--- config.mk ---
export PLATFORM = sky130hd
export DESIGN_NAME = aclm_matcher
export DESIGN_NICKNAME = d
export VERILOG_FILES = /design/src/aclm_pkg.sv /design/src/aclm_matcher.sv
export VERILOG_INCLUDE_DIRS = /design/src
export SDC_FILE = /design/constraint.sdc
export NUM_CORES = 1
export LEC_CHECK = 0
export BUFFER_PORTS_ARGS = -buffer_cell sky130_fd_sc_hd__buf_2
export CAP_MARGIN = 25
export CORE_AREA = 8 8 179 181
export DETAILED_ROUTE_END_ITERATION = 12
export DIE_AREA = 0 0 187 189
export HOLD_SLACK_MARGIN = 0.12
export PLACE_DENSITY = 0.49
export SLEW_MARGIN = 40
export SYNTH_ARGS = -nofsm -noshare
export SYNTH_HDL_FRONTEND = slang
export SYNTH_SLANG_ARGS = --single-unit
export TNS_END_PERCENT = 20
--- constraint.sdc ---
create_clock -name clk_sys -period 2.9 [get_ports clk_sys]
set_input_delay 0.29 -clock clk_sys [delete_from_list [all_inputs] [get_ports clk_sys]]
set_output_delay 0.29 -clock clk_sys [all_outputs]
set_load 0.01 [all_outputs]
--- src/aclm_consts.svh ---
// offsets, field positions, reset values and constants of the access-control entry matcher
// Summary of operation
// - Source-port selector any: every TCP/UDP source port matches.
// - Source-port selector specific: 16-bit value, match on equality only.
// - Source-port selector range: bounds 0 to 65535, match inside the range.
// - Destination-port selector any: every TCP/UDP destination port matches.
// - Destination-port selector specific: 16-bit value, match on equality only.
// - Destination-port selector range: match when the port lies within the bounds.
// - FIN setting 0 needs FIN clear, 1 needs FIN set, any ignores it.
// - SYN setting 0 needs SYN clear, 1 needs SYN set, any ignores it.
// - RST setting 0 needs RST clear, 1 needs RST set, any ignores it.
// - PSH setting 0 needs PSH clear, 1 needs PSH set, any ignores it.
// - ACK setting 0 needs ACK clear, 1 needs ACK set, any ignores it.
// - URG setting 0 needs URG clear, 1 needs URG set, any ignores it.
// - EtherType condition is evaluated only for entries of the EtherType class.
// - EtherType selector any: every EtherType matches.
// - Specific EtherType 0x600..0xffff, not 0x800/0x806/0x86dd; match on equality.
// - Next-header any or specific; specific TCP or UDP enables port checks, specific TCP also flag checks.
`ifndef ACLM_CONSTS_SVH
`define ACLM_CONSTS_SVH

// register offsets
`define ACLM_SP_CFG    8'h00
`define ACLM_SP_LO     8'h04
`define ACLM_SP_HI     8'h08
`define ACLM_DP_CFG    8'h0c
`define ACLM_DP_LO     8'h10
`define ACLM_DP_HI     8'h14
`define ACLM_FLAGS     8'h18
`define ACLM_ENTRY     8'h1c
`define ACLM_ETYPE_VAL 8'h20
`define ACLM_STATUS    8'h24

// entry register fields
`define ACLM_ENT_CLS_LSB   0
`define ACLM_ENT_ETSPEC    2
`define ACLM_ENT_NHSPEC    3
`define ACLM_ENT_NHVAL_LSB 8

// status register fields
`define ACLM_ST_ETBAD   0
`define ACLM_ST_LASTHIT 1
`define ACLM_ST_CNT_LSB 16

// reset values: every condition don't-care
`define ACLM_FLAGS_RST 12'haaa
`define ACLM_PORT_RST  16'h0000
`define ACLM_ETYPE_RST 16'h0600
`define ACLM_NH_RST    8'h00

// protocol constants
`define ACLM_ETYPE_MIN  16'h0600
`define ACLM_ETYPE_IPV4 16'h0800
`define ACLM_ETYPE_ARP  16'h0806
`define ACLM_ETYPE_IPV6 16'h86dd
`define ACLM_NH_TCP     8'h06
`define ACLM_NH_UDP     8'h11
`define ACLM_NUM_FLAGS  6

`endif

--- src/aclm_pkg.sv ---
// types of the access-control entry matcher
package aclm_pkg;

  // port selector mode
  typedef enum logic [1:0] {
    PM_ANY  = 2'h0,
    PM_SPEC = 2'h1,
    PM_RNG  = 2'h2
  } aclm_pmode_t;

  // per-flag setting, 2'h3 also reads as any
  typedef enum logic [1:0] {
    FS_ZERO = 2'h0,
    FS_ONE  = 2'h1,
    FS_ANY  = 2'h2
  } aclm_fset_t;

  // frame-type class of the entry
  typedef enum logic [1:0] {
    FC_ANY   = 2'h0,
    FC_ETYPE = 2'h1,
    FC_IPV6  = 2'h2
  } aclm_class_t;

  typedef struct packed {
    aclm_pmode_t mode;
    logic [15:0] lo;
    logic [15:0] hi;
  } aclm_port_cfg_t;

  typedef struct packed {
    aclm_class_t cls;
    logic        etype_spec;
    logic        nh_spec;
    logic [7:0]  nh_val;
  } aclm_entry_t;

  // flags: [5] urg [4] ack [3] psh [2] rst [1] syn [0] fin
  typedef struct packed {
    logic        vld;
    logic        ipv6;
    logic [15:0] etype;
    logic [7:0]  nxt_hdr;
    logic [15:0] sport;
    logic [15:0] dport;
    logic [5:0]  tcp_flags;
  } aclm_frame_t;

  typedef struct packed {
    logic vld;
    logic hit;
  } aclm_result_t;

endpackage

--- src/aclm_matcher.sv ---
// match logic and configuration registers of one access-control entry
//
// The placing of the registers and the plain strobed port were left to the implementer.
`timescale 1ns/10ps
`include "aclm_consts.svh"

module aclm_matcher #(
  parameter int CNT_W = 16
) (
  // clock and reset
  input  wire logic                 clk_sys,
  input  wire logic                 srst,
  // register port
  input  wire logic [7:0]           addr,
  input  wire logic [31:0]          wdata,
  input  wire logic                 wr,
  input  wire logic                 rd,
  output logic [31:0]               rdata_q,
  // frame in, result out
  input  wire aclm_pkg::aclm_frame_t frm_i,
  output aclm_pkg::aclm_result_t     res_q
);

  aclm_pkg::aclm_port_cfg_t sp_q;
  aclm_pkg::aclm_port_cfg_t sp_d;
  aclm_pkg::aclm_port_cfg_t dp_q;
  aclm_pkg::aclm_port_cfg_t dp_d;
  aclm_pkg::aclm_entry_t    ent_q;
  aclm_pkg::aclm_entry_t    ent_d;
  logic [11:0]              flags_q;
  logic [11:0]              flags_d;
  logic [15:0]              etval_q;
  logic [15:0]              etval_d;
  logic [CNT_W-1:0]         cnt_q;
  logic [CNT_W-1:0]         cnt_d;
  logic [31:0]              rdata_d;
  aclm_pkg::aclm_result_t   res_d;
  logic [31:0]              rd_mux;
  logic [5:0]               flag_ok;
  logic                     sp_ok;
  logic                     dp_ok;
  logic                     et_good;
  logic                     et_ok;
  logic                     nh_ok;
  logic                     l4_sel;
  logic                     is_tcp;
  logic                     hit_c;

  // port condition, bounds inclusive
  function automatic logic port_ok(
    input aclm_pkg::aclm_pmode_t mode,
    input logic [15:0]           port,
    input logic [15:0]           lo,
    input logic [15:0]           hi
  );
    logic r;
    r = 1'b0;
    case (mode)
      aclm_pkg::PM_ANY:  r = 1'b1;
      aclm_pkg::PM_SPEC: r = (port == lo);
      aclm_pkg::PM_RNG:  r = (port >= lo) && (port <= hi);
      default:           r = 1'b0;
    endcase
    return r;
  endfunction

  // per-flag conditions
  genvar i;
  generate
    for (i = 0; i < `ACLM_NUM_FLAGS; i++)
    begin : g_flag
      always_comb
      begin
        case (flags_q[2*i+1:2*i])
          aclm_pkg::FS_ZERO: flag_ok[i] = ~frm_i.tcp_flags[i];
          aclm_pkg::FS_ONE:  flag_ok[i] = frm_i.tcp_flags[i];
          default:           flag_ok[i] = 1'b1;
        endcase
      end
    end
  endgenerate

  // field matches
  always_comb
  begin
    sp_ok   = port_ok(sp_q.mode, frm_i.sport, sp_q.lo, sp_q.hi);
    dp_ok   = port_ok(dp_q.mode, frm_i.dport, dp_q.lo, dp_q.hi);
    et_good = (etval_q >= `ACLM_ETYPE_MIN) &&
              (etval_q != `ACLM_ETYPE_IPV4) &&
              (etval_q != `ACLM_ETYPE_ARP) &&
              (etval_q != `ACLM_ETYPE_IPV6);
    et_ok   = !ent_q.etype_spec || (et_good && (frm_i.etype == etval_q));
    nh_ok   = !ent_q.nh_spec || (frm_i.nxt_hdr == ent_q.nh_val);
    l4_sel  = ent_q.nh_spec &&
              ((ent_q.nh_val == `ACLM_NH_TCP) || (ent_q.nh_val == `ACLM_NH_UDP));
    is_tcp  = (frm_i.nxt_hdr == `ACLM_NH_TCP);
    case (ent_q.cls)
      aclm_pkg::FC_ANY:   hit_c = 1'b1;
      aclm_pkg::FC_ETYPE: hit_c = !frm_i.ipv6 && et_ok;
      aclm_pkg::FC_IPV6:  hit_c = frm_i.ipv6 && nh_ok &&
                                  (!l4_sel || (sp_ok && dp_ok &&
                                  (!is_tcp || (&flag_ok))));
      default:            hit_c = 1'b0;
    endcase
  end

  // register read mux
  always_comb
  begin
    case (addr)
      `ACLM_SP_CFG:    rd_mux = {30'h0, sp_q.mode};
      `ACLM_SP_LO:     rd_mux = {16'h0, sp_q.lo};
      `ACLM_SP_HI:     rd_mux = {16'h0, sp_q.hi};
      `ACLM_DP_CFG:    rd_mux = {30'h0, dp_q.mode};
      `ACLM_DP_LO:     rd_mux = {16'h0, dp_q.lo};
      `ACLM_DP_HI:     rd_mux = {16'h0, dp_q.hi};
      `ACLM_FLAGS:     rd_mux = {20'h0, flags_q};
      `ACLM_ENTRY:     rd_mux = {16'h0, ent_q.nh_val, 4'h0, ent_q.nh_spec,
                                 ent_q.etype_spec, ent_q.cls};
      `ACLM_ETYPE_VAL: rd_mux = {16'h0, etval_q};
      `ACLM_STATUS:
      begin
        rd_mux = 32'h0;
        rd_mux[`ACLM_ST_CNT_LSB +: CNT_W] = cnt_q;
        rd_mux[`ACLM_ST_LASTHIT]          = res_q.hit;
        rd_mux[`ACLM_ST_ETBAD]            = ent_q.etype_spec && !et_good;
      end
      default:         rd_mux = 32'h0;
    endcase
  end

  // next state of configuration, status and outputs
  always_comb
  begin
    sp_d    = sp_q;
    dp_d    = dp_q;
    flags_d = flags_q;
    ent_d   = ent_q;
    etval_d = etval_q;
    cnt_d   = cnt_q;
    if (wr)
    begin
      case (addr)
        `ACLM_SP_CFG:    sp_d.mode = aclm_pkg::aclm_pmode_t'(wdata[1:0]);
        `ACLM_SP_LO:     sp_d.lo   = wdata[15:0];
        `ACLM_SP_HI:     sp_d.hi   = wdata[15:0];
        `ACLM_DP_CFG:    dp_d.mode = aclm_pkg::aclm_pmode_t'(wdata[1:0]);
        `ACLM_DP_LO:     dp_d.lo   = wdata[15:0];
        `ACLM_DP_HI:     dp_d.hi   = wdata[15:0];
        `ACLM_FLAGS:     flags_d   = wdata[11:0];
        `ACLM_ENTRY:
        begin
          ent_d.cls        = aclm_pkg::aclm_class_t'(wdata[`ACLM_ENT_CLS_LSB +: 2]);
          ent_d.etype_spec = wdata[`ACLM_ENT_ETSPEC];
          ent_d.nh_spec    = wdata[`ACLM_ENT_NHSPEC];
          ent_d.nh_val     = wdata[`ACLM_ENT_NHVAL_LSB +: 8];
        end
        `ACLM_ETYPE_VAL: etval_d   = wdata[15:0];
        default:         etval_d   = etval_q;
      endcase
    end
    res_d.vld = frm_i.vld;
    res_d.hit = frm_i.vld && hit_c;
    if (res_d.hit)
    begin
      cnt_d = cnt_q + CNT_W'(1);
    end
    rdata_d = rd ? rd_mux : 32'h0;
  end

  always_ff @(posedge clk_sys)
  begin
    if (srst)
    begin
      sp_q    <= '{aclm_pkg::PM_ANY, `ACLM_PORT_RST, `ACLM_PORT_RST};
      dp_q    <= '{aclm_pkg::PM_ANY, `ACLM_PORT_RST, `ACLM_PORT_RST};
      flags_q <= `ACLM_FLAGS_RST;
      ent_q   <= '{aclm_pkg::FC_ANY, 1'b0, 1'b0, `ACLM_NH_RST};
      etval_q <= `ACLM_ETYPE_RST;
      cnt_q   <= '0;
      res_q   <= '0;
      rdata_q <= 32'h0;
    end
    else
    begin
      sp_q    <= sp_d;
      dp_q    <= dp_d;
      flags_q <= flags_d;
      ent_q   <= ent_d;
      etval_q <= etval_d;
      cnt_q   <= cnt_d;
      res_q   <= res_d;
      rdata_q <= rdata_d;
    end
  end

  // checks on the result against the previous frame and configuration
  logic ip4l_q;
  always_ff @(posedge clk_sys)
  begin
    ip4l_q <= (ent_q.cls == aclm_pkg::FC_IPV6) && l4_sel;
  end

  property p_sport_spec;
    @(posedge clk_sys) disable iff (srst)
    (res_q.hit && ip4l_q && $past(sp_q.mode == aclm_pkg::PM_SPEC))
    |-> ($past(frm_i.sport) == $past(sp_q.lo));
  endproperty
  a_sport_spec: assert property (p_sport_spec) else $error("source port mismatch hit");

  property p_sport_rng;
    @(posedge clk_sys) disable iff (srst)
    (res_q.hit && ip4l_q && $past(sp_q.mode == aclm_pkg::PM_RNG))
    |-> ($past(frm_i.sport) >= $past(sp_q.lo)) && ($past(frm_i.sport) <= $past(sp_q.hi));
  endproperty
  a_sport_rng: assert property (p_sport_rng) else $error("source port out of range hit");

  property p_dport_spec;
    @(posedge clk_sys) disable iff (srst)
    (res_q.hit && ip4l_q && $past(dp_q.mode == aclm_pkg::PM_SPEC))
    |-> ($past(frm_i.dport) == $past(dp_q.lo));
  endproperty
  a_dport_spec: assert property (p_dport_spec) else $error("dest port mismatch hit");

  property p_dport_rng;
    @(posedge clk_sys) disable iff (srst)
    (res_q.hit && ip4l_q && $past(dp_q.mode == aclm_pkg::PM_RNG))
    |-> ($past(frm_i.dport) >= $past(dp_q.lo)) && ($past(frm_i.dport) <= $past(dp_q.hi));
  endproperty
  a_dport_rng: assert property (p_dport_rng) else $error("dest port out of range hit");

  property p_fin;
    @(posedge clk_sys) disable iff (srst)
    (res_q.hit && ip4l_q && $past(is_tcp) && $past(flags_q[1:0] == 2'h1))
    |-> $past(frm_i.tcp_flags[0]);
  endproperty
  a_fin: assert property (p_fin) else $error("hit without required fin");

  property p_syn;
    @(posedge clk_sys) disable iff (srst)
    (res_q.hit && ip4l_q && $past(is_tcp) && $past(flags_q[3:2] == 2'h0))
    |-> !$past(frm_i.tcp_flags[1]);
  endproperty
  a_syn: assert property (p_syn) else $error("hit with excluded syn");

  property p_etype;
    @(posedge clk_sys) disable iff (srst)
    $past(frm_i.vld && ent_q.cls == aclm_pkg::FC_ETYPE && ent_q.etype_spec)
    |-> (res_q.hit == $past(et_good && frm_i.etype == etval_q && !frm_i.ipv6));
  endproperty
  a_etype: assert property (p_etype) else $error("ethertype result wrong");

  property p_nh;
    @(posedge clk_sys) disable iff (srst)
    (res_q.hit && $past(ent_q.cls == aclm_pkg::FC_IPV6 && ent_q.nh_spec))
    |-> ($past(frm_i.nxt_hdr) == $past(ent_q.nh_val)) && $past(frm_i.ipv6);
  endproperty
  a_nh: assert property (p_nh) else $error("next header mismatch hit");

endmodule

# After elaboration in Yosys (flattened, before gate mapping)
# Index checks and enable logic that the tools add are counted.
[op_classes] div_mod_pow=0 n_shift=0 n_lt_le_gt_ge=5 reduce_logical=46 bitwise=7 muxes=10 multipliers=0 n_addsub=1 n_eq_ne=31
[ops] cell="$pmux W32 S10" count=1
[ops] cell="$eq A16 B16 Y1" count=3
[ops] cell="$eq A8 B5 Y1 const B" count=5
[ops] cell="$ge A16 B16 Y1" count=2
[ops] cell="$le A16 B16 Y1" count=2
[ops] cell="$ne A16 B12 Y1 const B" count=2
[ops] cell="$eq A8 B3 Y1 const B" count=3
[ops] cell="$eq A2 B1 Y1 const B" count=9
[ops] cell="$logic_not A2 Y1" count=9
[ops] cell="$reduce_and A2 Y1" count=9
[ops] cell="$add A16 B1 Y16 const B" count=1
[ops] cell="$eq A8 B4 Y1 const B" count=2
[ops] cell="$eq A8 B6 Y1 const B" count=2
[ops] cell="$ge A16 B11 Y1 const B" count=1
[ops] cell="$ne A16 B16 Y1 const B" count=1
[ops] cell="$logic_and A1 B1 Y1" count=14
[ops] cell="$pmux W1 S2" count=6
[ops] cell="$pmux W1 S3" count=3
[ops] cell="$eq A8 B8 Y1" count=1
[ops] cell="$logic_not A8 Y1" count=1
[ops] cell="$not A1 Y1" count=7
[ops] cell="$eq A2 B2 Y1 const B" count=3
[ops] cell="$logic_not A1 Y1" count=6
[ops] cell="$reduce_and A6 Y1" count=1
[ops] cell="other kinds (2)" count=6
[totals] ram_bits=0 register_bits=158 output_inout_bits=34 in_bits=108 latchBits=0 rom_bits=0 mem_count=0

# Logic depth before layout (Yosys ltp)
# Gate-level depths: netlist of run 1.
[logic_depth] depth_word=9 mapped_depth=12 ltp_nobuf=10

# Worst setup path before layout of run 1
# Ideal clock, no wire load.
[synth_timing] kind="register to register" start="register sp_q[14] in the netlist's numbering" end="register cnt_q[11]" path_slack_ns=0.084 path_stages_with_launch=12 arrival_time_ns=2.693 synth_period_minus_slack_ns=2.816 path_buffers=1 path_cell_list="dfxtp_1 > inv_1 > ha_1 > nand4_2 > or4_1 > nand2_1 > a31oi_2 > o41ai_4 > nand3_2 > buf_6 > nor4_1 > mux2_1"
[synth_via] elab_chain_len=9
[synth_lines] element="start: declaration" line_no="aclm_matcher.sv:24" text="aclm_pkg::aclm_port_cfg_t sp_q;"
[synth_lines] element="start signal: assignment" line_no="aclm_matcher.sv:175" text="sp_q <= '{aclm_pkg::PM_ANY, `ACLM_PORT_RST, `ACLM_PORT_RST};"
[synth_lines] element="start signal: assignment" line_no="aclm_matcher.sv:186" text="sp_q <= sp_d;"
[synth_lines] element="$le A16 B16 Y1" line_no="aclm_matcher.sv:61" text="aclm_pkg::PM_RNG: r = (port >= lo) && (port <= hi);"
[synth_lines] element="$logic_and A1 B1 Y1" line_no="aclm_matcher.sv:61"
[synth_lines] element="$pmux W1 S3" line_no="aclm_matcher.sv:58" text="case (mode)"
[synth_lines] element="$logic_and A1 B1 Y1 (2 in a row)" line_no="aclm_matcher.sv:101" text="(!l4_sel || (sp_ok && dp_ok &&"
[synth_lines] element="$logic_or A1 B1 Y1" line_no="aclm_matcher.sv:101"
[synth_lines] element="$logic_and A1 B1 Y1" line_no="aclm_matcher.sv:100" text="aclm_pkg::FC_IPV6: hit_c = frm_i.ipv6 && nh_ok &&"
[synth_lines] element="$pmux W1 S3" line_no="aclm_matcher.sv:97" text="case (ent_q.cls)"
[synth_lines] element="$logic_and A1 B1 Y1" line_no="aclm_matcher.sv:163" text="res_d.hit = frm_i.vld && hit_c;"
[synth_lines] element="end signal: assignment" line_no="aclm_matcher.sv:191" text="cnt_q <= cnt_d;"
[synth_lines] element="end: declaration" line_no="aclm_matcher.sv:34" text="logic [CNT_W-1:0] cnt_q;"
# No other way between the ends.
# A chain may end at the register's enable or synchronous reset.

# Worst setup path after layout of run 1
[layout_timing] start="register sp_q[25] in the netlist's numbering" end="register cnt_q[8]"
[layout_via] elab_chain_len=9
[layout_lines] element="$ge A16 B16 Y1" line_no="aclm_matcher.sv:61"
[layout_lines] element="$logic_and A1 B1 Y1" line_no="aclm_matcher.sv:61"
[layout_lines] element="$pmux W1 S3 (*)" line_no="aclm_matcher.sv:58"
[layout_lines] element="$logic_and A1 B1 Y1 (*) (2 in a row)" line_no="aclm_matcher.sv:101"
[layout_lines] element="$logic_or A1 B1 Y1 (*)" line_no="aclm_matcher.sv:101"
[layout_lines] element="$logic_and A1 B1 Y1 (*)" line_no="aclm_matcher.sv:100"
[layout_lines] element="$pmux W1 S3 (*)" line_no="aclm_matcher.sv:97"
[layout_lines] element="$logic_and A1 B1 Y1 (*)" line_no="aclm_matcher.sv:163"
# Mark *: on every way between the ends. The rest lies on a longest branch, timed or not.

==> impl.org, run 1 <==
** Synth
- The synthesized netlist devotes 9.78% of its cell area to adder and majority cells.
- Async set-or-reset flop fraction in the synthesized netlist :: 0%
- Top flip-flop cell by instance count after synthesis :: sky130_fd_sc_hd__dfxtp_1
- Summing the areas of all xor and xnor instances in the mapped netlist gives 3.37% of the synthesized area.
- Each instance of the synthesized netlist takes up on average 8.01 um2.
- Synthesis warning total :: 0
- Counting every net in the synthesized netlist gives 1211.
- Synth Register Bits :: 158
- Synthesis produced 1038 cells.
- Share of synthesized area spent on multiplexers :: 0.527%
- Count of flip-flops with a built-in enable after synthesis :: 0
- The synthesized netlist devotes 19.1% of its cell area to compound gates.
- Sequential element share of the synthesized area :: 38.0%
- After synthesis, the netlist uses 56 different library cells.
- Combinational family with the most area after synthesis :: simple AND/OR/NAND/NOR gates
- In this run the cell area of the synthesized design comes to 8310 um2.
- Share of synthesized cell area in and, or, nand and nor gates :: 23.4%

** Critical path
- In this run the worst path has a maximum fanout of 4.
- The worst setup path is launched from a register.
- Data on the critical path arrives at its endpoint at 3.34 ns.
- Critical Setup Path Class :: register to register
- The signal on the critical path passes through inv_2, ha_4, nand4_1, nor4_1, buf_4, and4b_2, o21ai_4, o41ai_4, buf_6, buf_6, nand4_1, or3_4, a21oi_2.
- Worst path depth :: 13
- STA puts the critical path data required time at 3.27 ns.
- Reg2reg path depth :: 13
- For this run, the slowest stage of the critical path takes 0.43 ns.
- In this design, the largest share of critical-path delay is due to simple AND/OR/NAND/NOR gates.
- Critical-path cell with the highest stage delay :: sky130_fd_sc_hd__or3_4
- Element type at the critical path end :: register
- Together, buffers and inverters on the worst path number 4.

** Detailed routing
- The routed layout has 8421 vias.
- The highest layer touched by signal routing is met4.
- In the routed design, unresolved DRC markers number 0.
- The first routing iteration left 605 violations.
- The pre-antenna-repair detailed-routing pass consisted of 7 iterations.
- After detailed routing, the number of vias per cell comes to 5.04.
- In this run the remaining antenna-violating nets after routing total 0.
- Met2 wire length :: 14400 um
- Met1 WL :: 14000 um
- After detailed routing, the average wire length per cell comes to 18.3 um.
- Wire length on met3 :: 1350 um
- Routed Wire Length :: 30600 um

** Floorplan
- The floorplan step defined a core boundary enclosing 29200 um2.
- The die covers 35300 um2.
- Row cnt :: 63
- The die is 189 um tall.
- Pin placement for this block handled 142 I/O pins.
- Once the floorplan was initialized, standard cells occupied 28.4% of the core.
- The die is 187 um wide.

** STA
- In the post-route analysis, the smallest setup slack over all paths is -0.0655 ns.
- Unrepaired setup endpoints after global routing :: yes
- Adding up every negative setup slack in the final design gives -0.386 ns.
- Slew Viols, Final :: 0
- Counting I/O delays and the setup requirement, the final critical path takes 2.97 ns.
- For the pin with the worst max-slew slack, the measured transition is 0.640 ns.
- On the final layout, the worst clock skew is 0.0166 ns.
- The final critical path takes up 102% of the cycle.
- Final hold violations :: 0
- Setup violations remaining at the end of the flow were counted as 11.
- In this run the tightest slew margin relative to its limit is 57.3%.
- Static timing analysis puts the maximum clock frequency at 337 MHz.

** Outcome
- The flow ran to the end, but the final reports show violations.
- Violations in the final reports :: negative setup slack

** Clock tree
- For the worst-skew pair, the clock arrives at the later sink with an insertion delay of 0.44 ns.
- The clock net in this run drives a total of 158 sinks.
- TritonCTS clock tree :: done
- The root buffer cell chosen for the clock tree is sky130_fd_sc_hd__clkbuf_16.
- The longest clock path from root to sink contains 2 buffers.
- Number of buffers inserted during clock tree synthesis :: 17
- Clock transition at the registers of the reported paths :: 0.07 ns
- The H-tree was split into 4 levels.

** Global route
- Via count of the first global-routing pass :: 8295
- Aggregate global-route resource usage :: 16.9%
- Remaining global-route overflow :: 0
- Entering global routing, the biggest net connects 133 pins.
- Wire length of the first global-routing pass :: 47100 um
- The number of antenna violations at the first check in global routing was 0.

** Place
- Placement Cell Area :: 10200 um2
- Weighted congestion at the end of routability-driven global placement :: 0.872
- Detailed-placement wirelength estimate :: 23300 um
- PortBufs :: 125

** Final layout
- The multi-input combinational cells in the finished layout cover a total of 5000 um2.
- Total area of sequential cells :: 3180 um2
- After routing the design area is 11300 um2.
- The library cell used most frequently in the layout, excluding fill and tap cells, is sky130_fd_sc_hd__nand2_1.
- Commonest cells after routing, fill and taps aside :: sky130_fd_sc_hd__nand2_1, sky130_fd_sc_hd__dfxtp_1, sky130_fd_sc_hd__buf_4
- After the last flow step, the layout net total stands at 1442.
- 0 antenna diodes ended up in the layout.
- Cells with a size suffix above 1 make up 28.7% of the layout.
- Fill cells in the final layout number 3037.
- Layout-stage area growth over the synthesis result :: 36.3%

** Hold path
- Path class of the lowest-slack min-delay path :: input port to register
- Along the worst hold path, the cell count comes to 3.

** Power
- IR drop worst, VDD :: 0.000281 V
- Power spread over the standard cell area amounts to 451 nW/um2.
- Static leakage :: 4.25 nW
- Post-layout total power :: 5.10 mW

** Job
- Max-cap violations :: 0
[layout make-up]
type / count / share of cell area, %
clock buffers: 17 / 3.76
multi-input cells: 755 / 44.2
well taps: 390 / 4.31
inverters: 69 / 2.29
clock inverters: 15 / 1.93
flip-flops and latches: 158 / 28.1
repair buffers: 268 / 15.4
[power by group]
group | total (mW) | leakage [nW] | internal [mW] | switching (mW)
Clock | 2.50 | 0.315 | 1.47 | 1.03
Sequential | 2.18 | 1.28 | 2.18 | 0.00764
Combinational | 0.416 | 2.65 | 0.178 | 0.238
[worst reg2reg max path, stage by stage (launching register included)]
cell and delay, ns:
sky130_fd_sc_hd__dfxtp_2 0.34, sky130_fd_sc_hd__inv_2 0.05, sky130_fd_sc_hd__ha_4 0.26, sky130_fd_sc_hd__nand4_1 0.11, sky130_fd_sc_hd__nor4_1 0.26, sky130_fd_sc_hd__buf_4 0.17
sky130_fd_sc_hd__and4b_2 0.28, sky130_fd_sc_hd__o21ai_4 0.09, sky130_fd_sc_hd__o41ai_4 0.35, sky130_fd_sc_hd__buf_6 0.17, sky130_fd_sc_hd__buf_6 0.09, sky130_fd_sc_hd__nand4_1 0.20
sky130_fd_sc_hd__or3_4 0.44, sky130_fd_sc_hd__a21oi_2 0.11
[metrics by stage]
step,instances,setup WS [ns],utilization [%],hold slack [ns]
3_5_place_dp,1626,-0.395,34.9,0.466
5_1_grt,1672,-0.161,38.7,0.177
6_report,1672,-0.0655,38.7,0.178
3_3_place_gp,1626,-0.406,34.9,0.465
2_1_floorplan,1038,0.0841,-,0.411
4_1_cts,1671,-0.0622,38.0,0.160
[layer usage]
layer | up-vias | global-route usage, %
met3 | 41 | 2.30
met5 | - | 0
met1 | 3965 | 22.3
met2 | 252 | 27.6
li1 | 4163 | -
met4 | 0 | 6.51
[synthesized netlist by cell type (2+ instances only)]
master / count / share of area (%)
sky130_fd_sc_hd__o31ai_1: 5 / 0.45
sky130_fd_sc_hd__nand2_1: 172 / 7.8
sky130_fd_sc_hd__a221oi_1: 4 / 0.42
sky130_fd_sc_hd__mux2_1: 3 / 0.41
sky130_fd_sc_hd__a2111o_1: 2 / 0.27
sky130_fd_sc_hd__o21ai_0: 14 / 0.84
sky130_fd_sc_hd__or3_1: 3 / 0.23
sky130_fd_sc_hd__a221o_1: 3 / 0.36
sky130_fd_sc_hd__nor4bb_1: 2 / 0.24
sky130_fd_sc_hd__and3_1: 4 / 0.30
sky130_fd_sc_hd__a22o_1: 2 / 0.21
sky130_fd_sc_hd__or4_1: 11 / 0.99
sky130_fd_sc_hd__o211ai_1: 4 / 0.36
sky130_fd_sc_hd__nand2b_1: 6 / 0.45
sky130_fd_sc_hd__nor4_1: 16 / 1.2
sky130_fd_sc_hd__a22oi_1: 40 / 3.6
sky130_fd_sc_hd__nand4_1: 18 / 1.4
sky130_fd_sc_hd__inv_1: 69 / 3.1
sky130_fd_sc_hd__dfxtp_1: 158 / 38
sky130_fd_sc_hd__nand3_1: 93 / 5.6
sky130_fd_sc_hd__and4_1: 3 / 0.32
sky130_fd_sc_hd__nor3_1: 7 / 0.42
sky130_fd_sc_hd__xnor2_1: 15 / 1.6
sky130_fd_sc_hd__nor2b_1: 10 / 0.75
sky130_fd_sc_hd__a211o_1: 2 / 0.21
sky130_fd_sc_hd__ha_1: 65 / 9.8
sky130_fd_sc_hd__nand3b_1: 7 / 0.63
sky130_fd_sc_hd__a2111oi_0: 3 / 0.32
sky130_fd_sc_hd__xor2_1: 17 / 1.8
sky130_fd_sc_hd__a21o_1: 4 / 0.36
sky130_fd_sc_hd__and2_1: 18 / 1.4
sky130_fd_sc_hd__a21oi_1: 131 / 7.9
sky130_fd_sc_hd__a31oi_1: 17 / 1.3
sky130_fd_sc_hd__nor2_1: 26 / 1.2
sky130_fd_sc_hd__clkbuf_1: 55 / 2.5
sky130_fd_sc_hd__o22ai_1: 3 / 0.23
sky130_fd_sc_hd__a222oi_1: 7 / 0.84
[worst paths after layout]
path	startpoint	endpoint	slack (ns)
setup / recovery	sp_q[25]	cnt_q[8]	-0.07
hold / removal	wdata[14]	sp_q[30]	0.18
setup reg to reg	sp_q[25]	cnt_q[8]	-0.07
hold reg to reg	ent_q[10]	ent_q[10]	0.48
[timing repair]
action | in CTS | in global routing
hold buffers | 1 | 0
gates resized for setup | 32 | 42
setup endpoints to repair | 16 | 17
cloned | 1 | 0
endpoints found under the hold margin | 1 | 0
setup buffers | 12 | 1
pin swaps | 18 | 20
[flip-flops by register name (all words and copies together) (netlist names)]
signal	cells
etval_q	16
cnt_q	16
ent_q	12
rdata_q	32
dp_q	34
sp_q	34
res_q	2
flags_q	12
[cell families after synthesis]
| kind of cell | count (synthesis) |
|---|---|
| xor gates and xnor gates | 32 |
| buffers and inverters | 126 |
| adders and majority gates | 65 |
| muxes | 4 |
| and+or+nand+nor | 401 |
| DFF | 158 |
| AOI/OAI and AO/OA | 252 |
Note: power is estimated with default switching activity, not from simulation.
==> inputs of run 2 (changes only) <==
--- a/config.mk
+++ b/config.mk
@@ -8,11 +8,13 @@
 export LEC_CHECK = 0
 export BUFFER_PORTS_ARGS = -buffer_cell sky130_fd_sc_hd__buf_2
 export CAP_MARGIN = 25
+export CELL_PAD_IN_SITES_DETAIL_PLACEMENT = 1
+export CELL_PAD_IN_SITES_GLOBAL_PLACEMENT = 2
 export CORE_AREA = 8 8 179 181
 export DETAILED_ROUTE_END_ITERATION = 12
 export DIE_AREA = 0 0 187 189
 export HOLD_SLACK_MARGIN = 0.12
-export PLACE_DENSITY = 0.49
+export PLACE_DENSITY = 0.72
 export SLEW_MARGIN = 40
 export SYNTH_ARGS = -nofsm -noshare
 export SYNTH_HDL_FRONTEND = slang
==> constraint.sdc (replaced) <==
create_clock -name clk_sys -period 2.8 [get_ports clk_sys]
set_input_delay 0.28 -clock clk_sys [delete_from_list [all_inputs] [get_ports clk_sys]]
set_output_delay 0.28 -clock clk_sys [all_outputs]
set_load 0.01 [all_outputs]
==> impl.org, run 2 (synthesis gave the netlist of run 1 again) <==
** STA
- The number of failing hold endpoints at the final stage is 0.
- The worst path in the final design needs a cycle of 2.98 ns, including I/O delays and setup.
- Transition time at the pin with the least slew margin :: 0.699 ns
- Setup violations remaining at the end of the flow were counted as 14.
- Final hold analysis gives a worst-case slack of 0.169 ns.
- Peak clock frequency supported by timing :: 336 MHz
- In this run the tightest slew margin relative to its limit is 53.4%.
- Clock skew on the completed layout was measured at 0.0107 ns.
- Slew Viols, Final :: 0
- Setup slack on the critical path of the routed design comes to -0.177 ns.
- Dividing the final minimum period by the clock period gives 106%.
- Setup repair after global routing could not meet its margin everywhere.

** Clock tree
- For the worst-skew pair, the clock arrives at the later sink with an insertion delay of 0.44 ns.
- Root cell of the clock tree :: sky130_fd_sc_hd__clkbuf_16
- Number of buffers inserted during clock tree synthesis :: 17
- After clock tree synthesis, the clock-pin slew on the worst setup and hold paths is 0.07 ns.
- Total number of H-tree levels :: 4
- The clock passes through at most 2 buffers.
- Sinks on Clock Net :: 158
- TritonCTS clock tree :: done

** Final layout
- Layout-stage area growth over the synthesis result :: 38.5%
- Cells with a size suffix above 1 make up 31.1% of the layout.
- N_diodes :: 0
- In the layout the commonest cells are sky130_fd_sc_hd__nand2_1, sky130_fd_sc_hd__buf_4, sky130_fd_sc_hd__dfxtp_1.
- For this run, the share of the core covered by cells in the final layout is 39.4%.
- The filler cells instantiated in the layout total 3480.
- The largest registers in the layout are dp_q: 34 flops, sp_q: 34 flops, rdata_q: 32 flops.
- Most common library cell in the layout ignoring fill and taps :: sky130_fd_sc_hd__nand2_1
- Final net count :: 1451

** Floorplan
- Row cnt :: 63
- Initial standard-cell utilization of the core :: 28.4%
- For this design the top-level I/O count stands at 142.
- Measured along the x axis, the die boundary spans 187 um.
- The region available for standard cell placement spans 29200 um2.
- The die covers 35300 um2.
- The floorplan step set the die height to 189 um.

** Critical path
- STA classifies the critical path startpoint as a register.
- The critical path in this run is classified as register to register.
- Of all nets on the critical path, the largest fanout is 5.
- At the worst endpoint, the required time is 3.18 ns.
- For the worst setup path, the data arrival time is 3.36 ns.
- Element type at the critical path end :: register

** Place
- PortBufs :: 125
- OpenSTA, run right after detailed placement, puts the worst setup slack at -0.498 ns.
- Summed over all nets, the half-perimeter wirelength after detailed placement is 25100 um.
- Routability-driven placement finished with a final weighted congestion of 0.820.

** Detailed routing
- DRC violation total after the first TritonRoute iteration :: 459
- Remaining number of nets flagged by the antenna check after routing :: 0
- Post-route DRC violation count :: 0
- Wire per inst :: 20.2 um
- Routed Wire Length :: 33900 um
- Vias post-DR :: 8617
- In the routed layout, each cell is associated on average with a via count of 5.13.
- The first detailed-routing pass took 7 iterations.

** Job
- Across the run, the number of max-cap violations was 0.

** Global route
- Entering global routing, the biggest net connects 133 pins.
- Via count of the first global-routing pass :: 9121
- Global routing finished with a remaining overflow of 0.
- Antenna violations before repair :: 0
- Wire length of the first global-routing pass :: 52600 um
- Across every metal layer, demand over resource in global routing totals 18.8%.

** Outcome
- The run finished, with violations left.
- The final reports fail on negative setup slack.

** Hold path
- Path class of the lowest-slack min-delay path :: input port to register

** Power
- Static leakage :: 4.28 nW
- VDD sags by at most 0.000404 V.
- Power spread over the standard cell area amounts to 447 nW/um2.
run 2: critical path: stages, from the launching register on:
cell	delay, ns
sky130_fd_sc_hd__dfxtp_2	0.33
sky130_fd_sc_hd__inv_1	0.07
sky130_fd_sc_hd__ha_4	0.28
sky130_fd_sc_hd__nand2_1	0.08
sky130_fd_sc_hd__nor4_2	0.27
sky130_fd_sc_hd__buf_4	0.16
sky130_fd_sc_hd__and4b_2	0.28
sky130_fd_sc_hd__o21ai_4	0.09
sky130_fd_sc_hd__o41ai_4	0.36
sky130_fd_sc_hd__buf_6	0.18
sky130_fd_sc_hd__nand3_4	0.13
sky130_fd_sc_hd__buf_6	0.17
sky130_fd_sc_hd__or4_4	0.47
sky130_fd_sc_hd__nand2_2	0.06
run 2: final cells by class:
class	instances	area (um2)	share of cell area (%)
sequential	158	3200	27.8
timing repair buffer	277	1820	15.8
clock buffer	21	470	4.09
clock inverter	11	130	1.13
multi-input combinational	755	5150	44.7
tap	390	488	4.24
inverter	69	259	2.25
run 2: path summary, 6_finish.rpt:
kind,cells after the start,slack [ns],start,end
setup / recovery,13,-0.18,sp_q[21],cnt_q[3]
hold / removal,3,0.17,wdata[14],sp_q[30]
setup reg to reg,13,-0.18,sp_q[21],cnt_q[3]
hold reg to reg,2,0.48,ent_q[10],ent_q[10]
run 2: per-stage QoR:
step / std cells / power (mW) / setup TNS, ns / area, um2
final: 1681 / 5.15 / -1.51 / 11500
after global routing: 1681 / 5.32 / -3.35 / 11500
after CTS: 1676 / 5.18 / -1.31 / 11200
after detailed placement: 1638 / 2.72 / -6.49 / 10300
after global placement: 1638 / 2.71 / -6.09 / 10300
after floorplan: 1038 / 2.50 / -0.0319 / 8310
run 2: timing repair:
action / in CTS / in global routing
endpoints found under the hold margin: 1 / 0
setup endpoints to repair: 17 / 16
buffers inserted: 5 / 5
gates cloned: 1 / 0
hold buffers: 1 / 0
resized for setup: 54 / 45
pin swaps: 20 / 15
run 2: where the power goes:
group / internal, mW / leakage [nW] / switching (mW) / total [mW]
sequential: 2.25 / 1.29 / 0.00755 / 2.26
combinational: 0.197 / 2.70 / 0.268 / 0.464
clock: 1.40 / 0.294 / 1.03 / 2.42
run 2: metal layers:
layer  part of all wire (%)  routed length (um)  GRT usage [%]  vias to the layer above
met2                     48               16300           32.2                      178
met4                    2.5                 857           6.54                        0
li1                       -                   -              -                     4181
met3                    3.1                1060           2.54                       31
met1                     46               15700           24.0                     4227
met5                      0                   0              0                        -
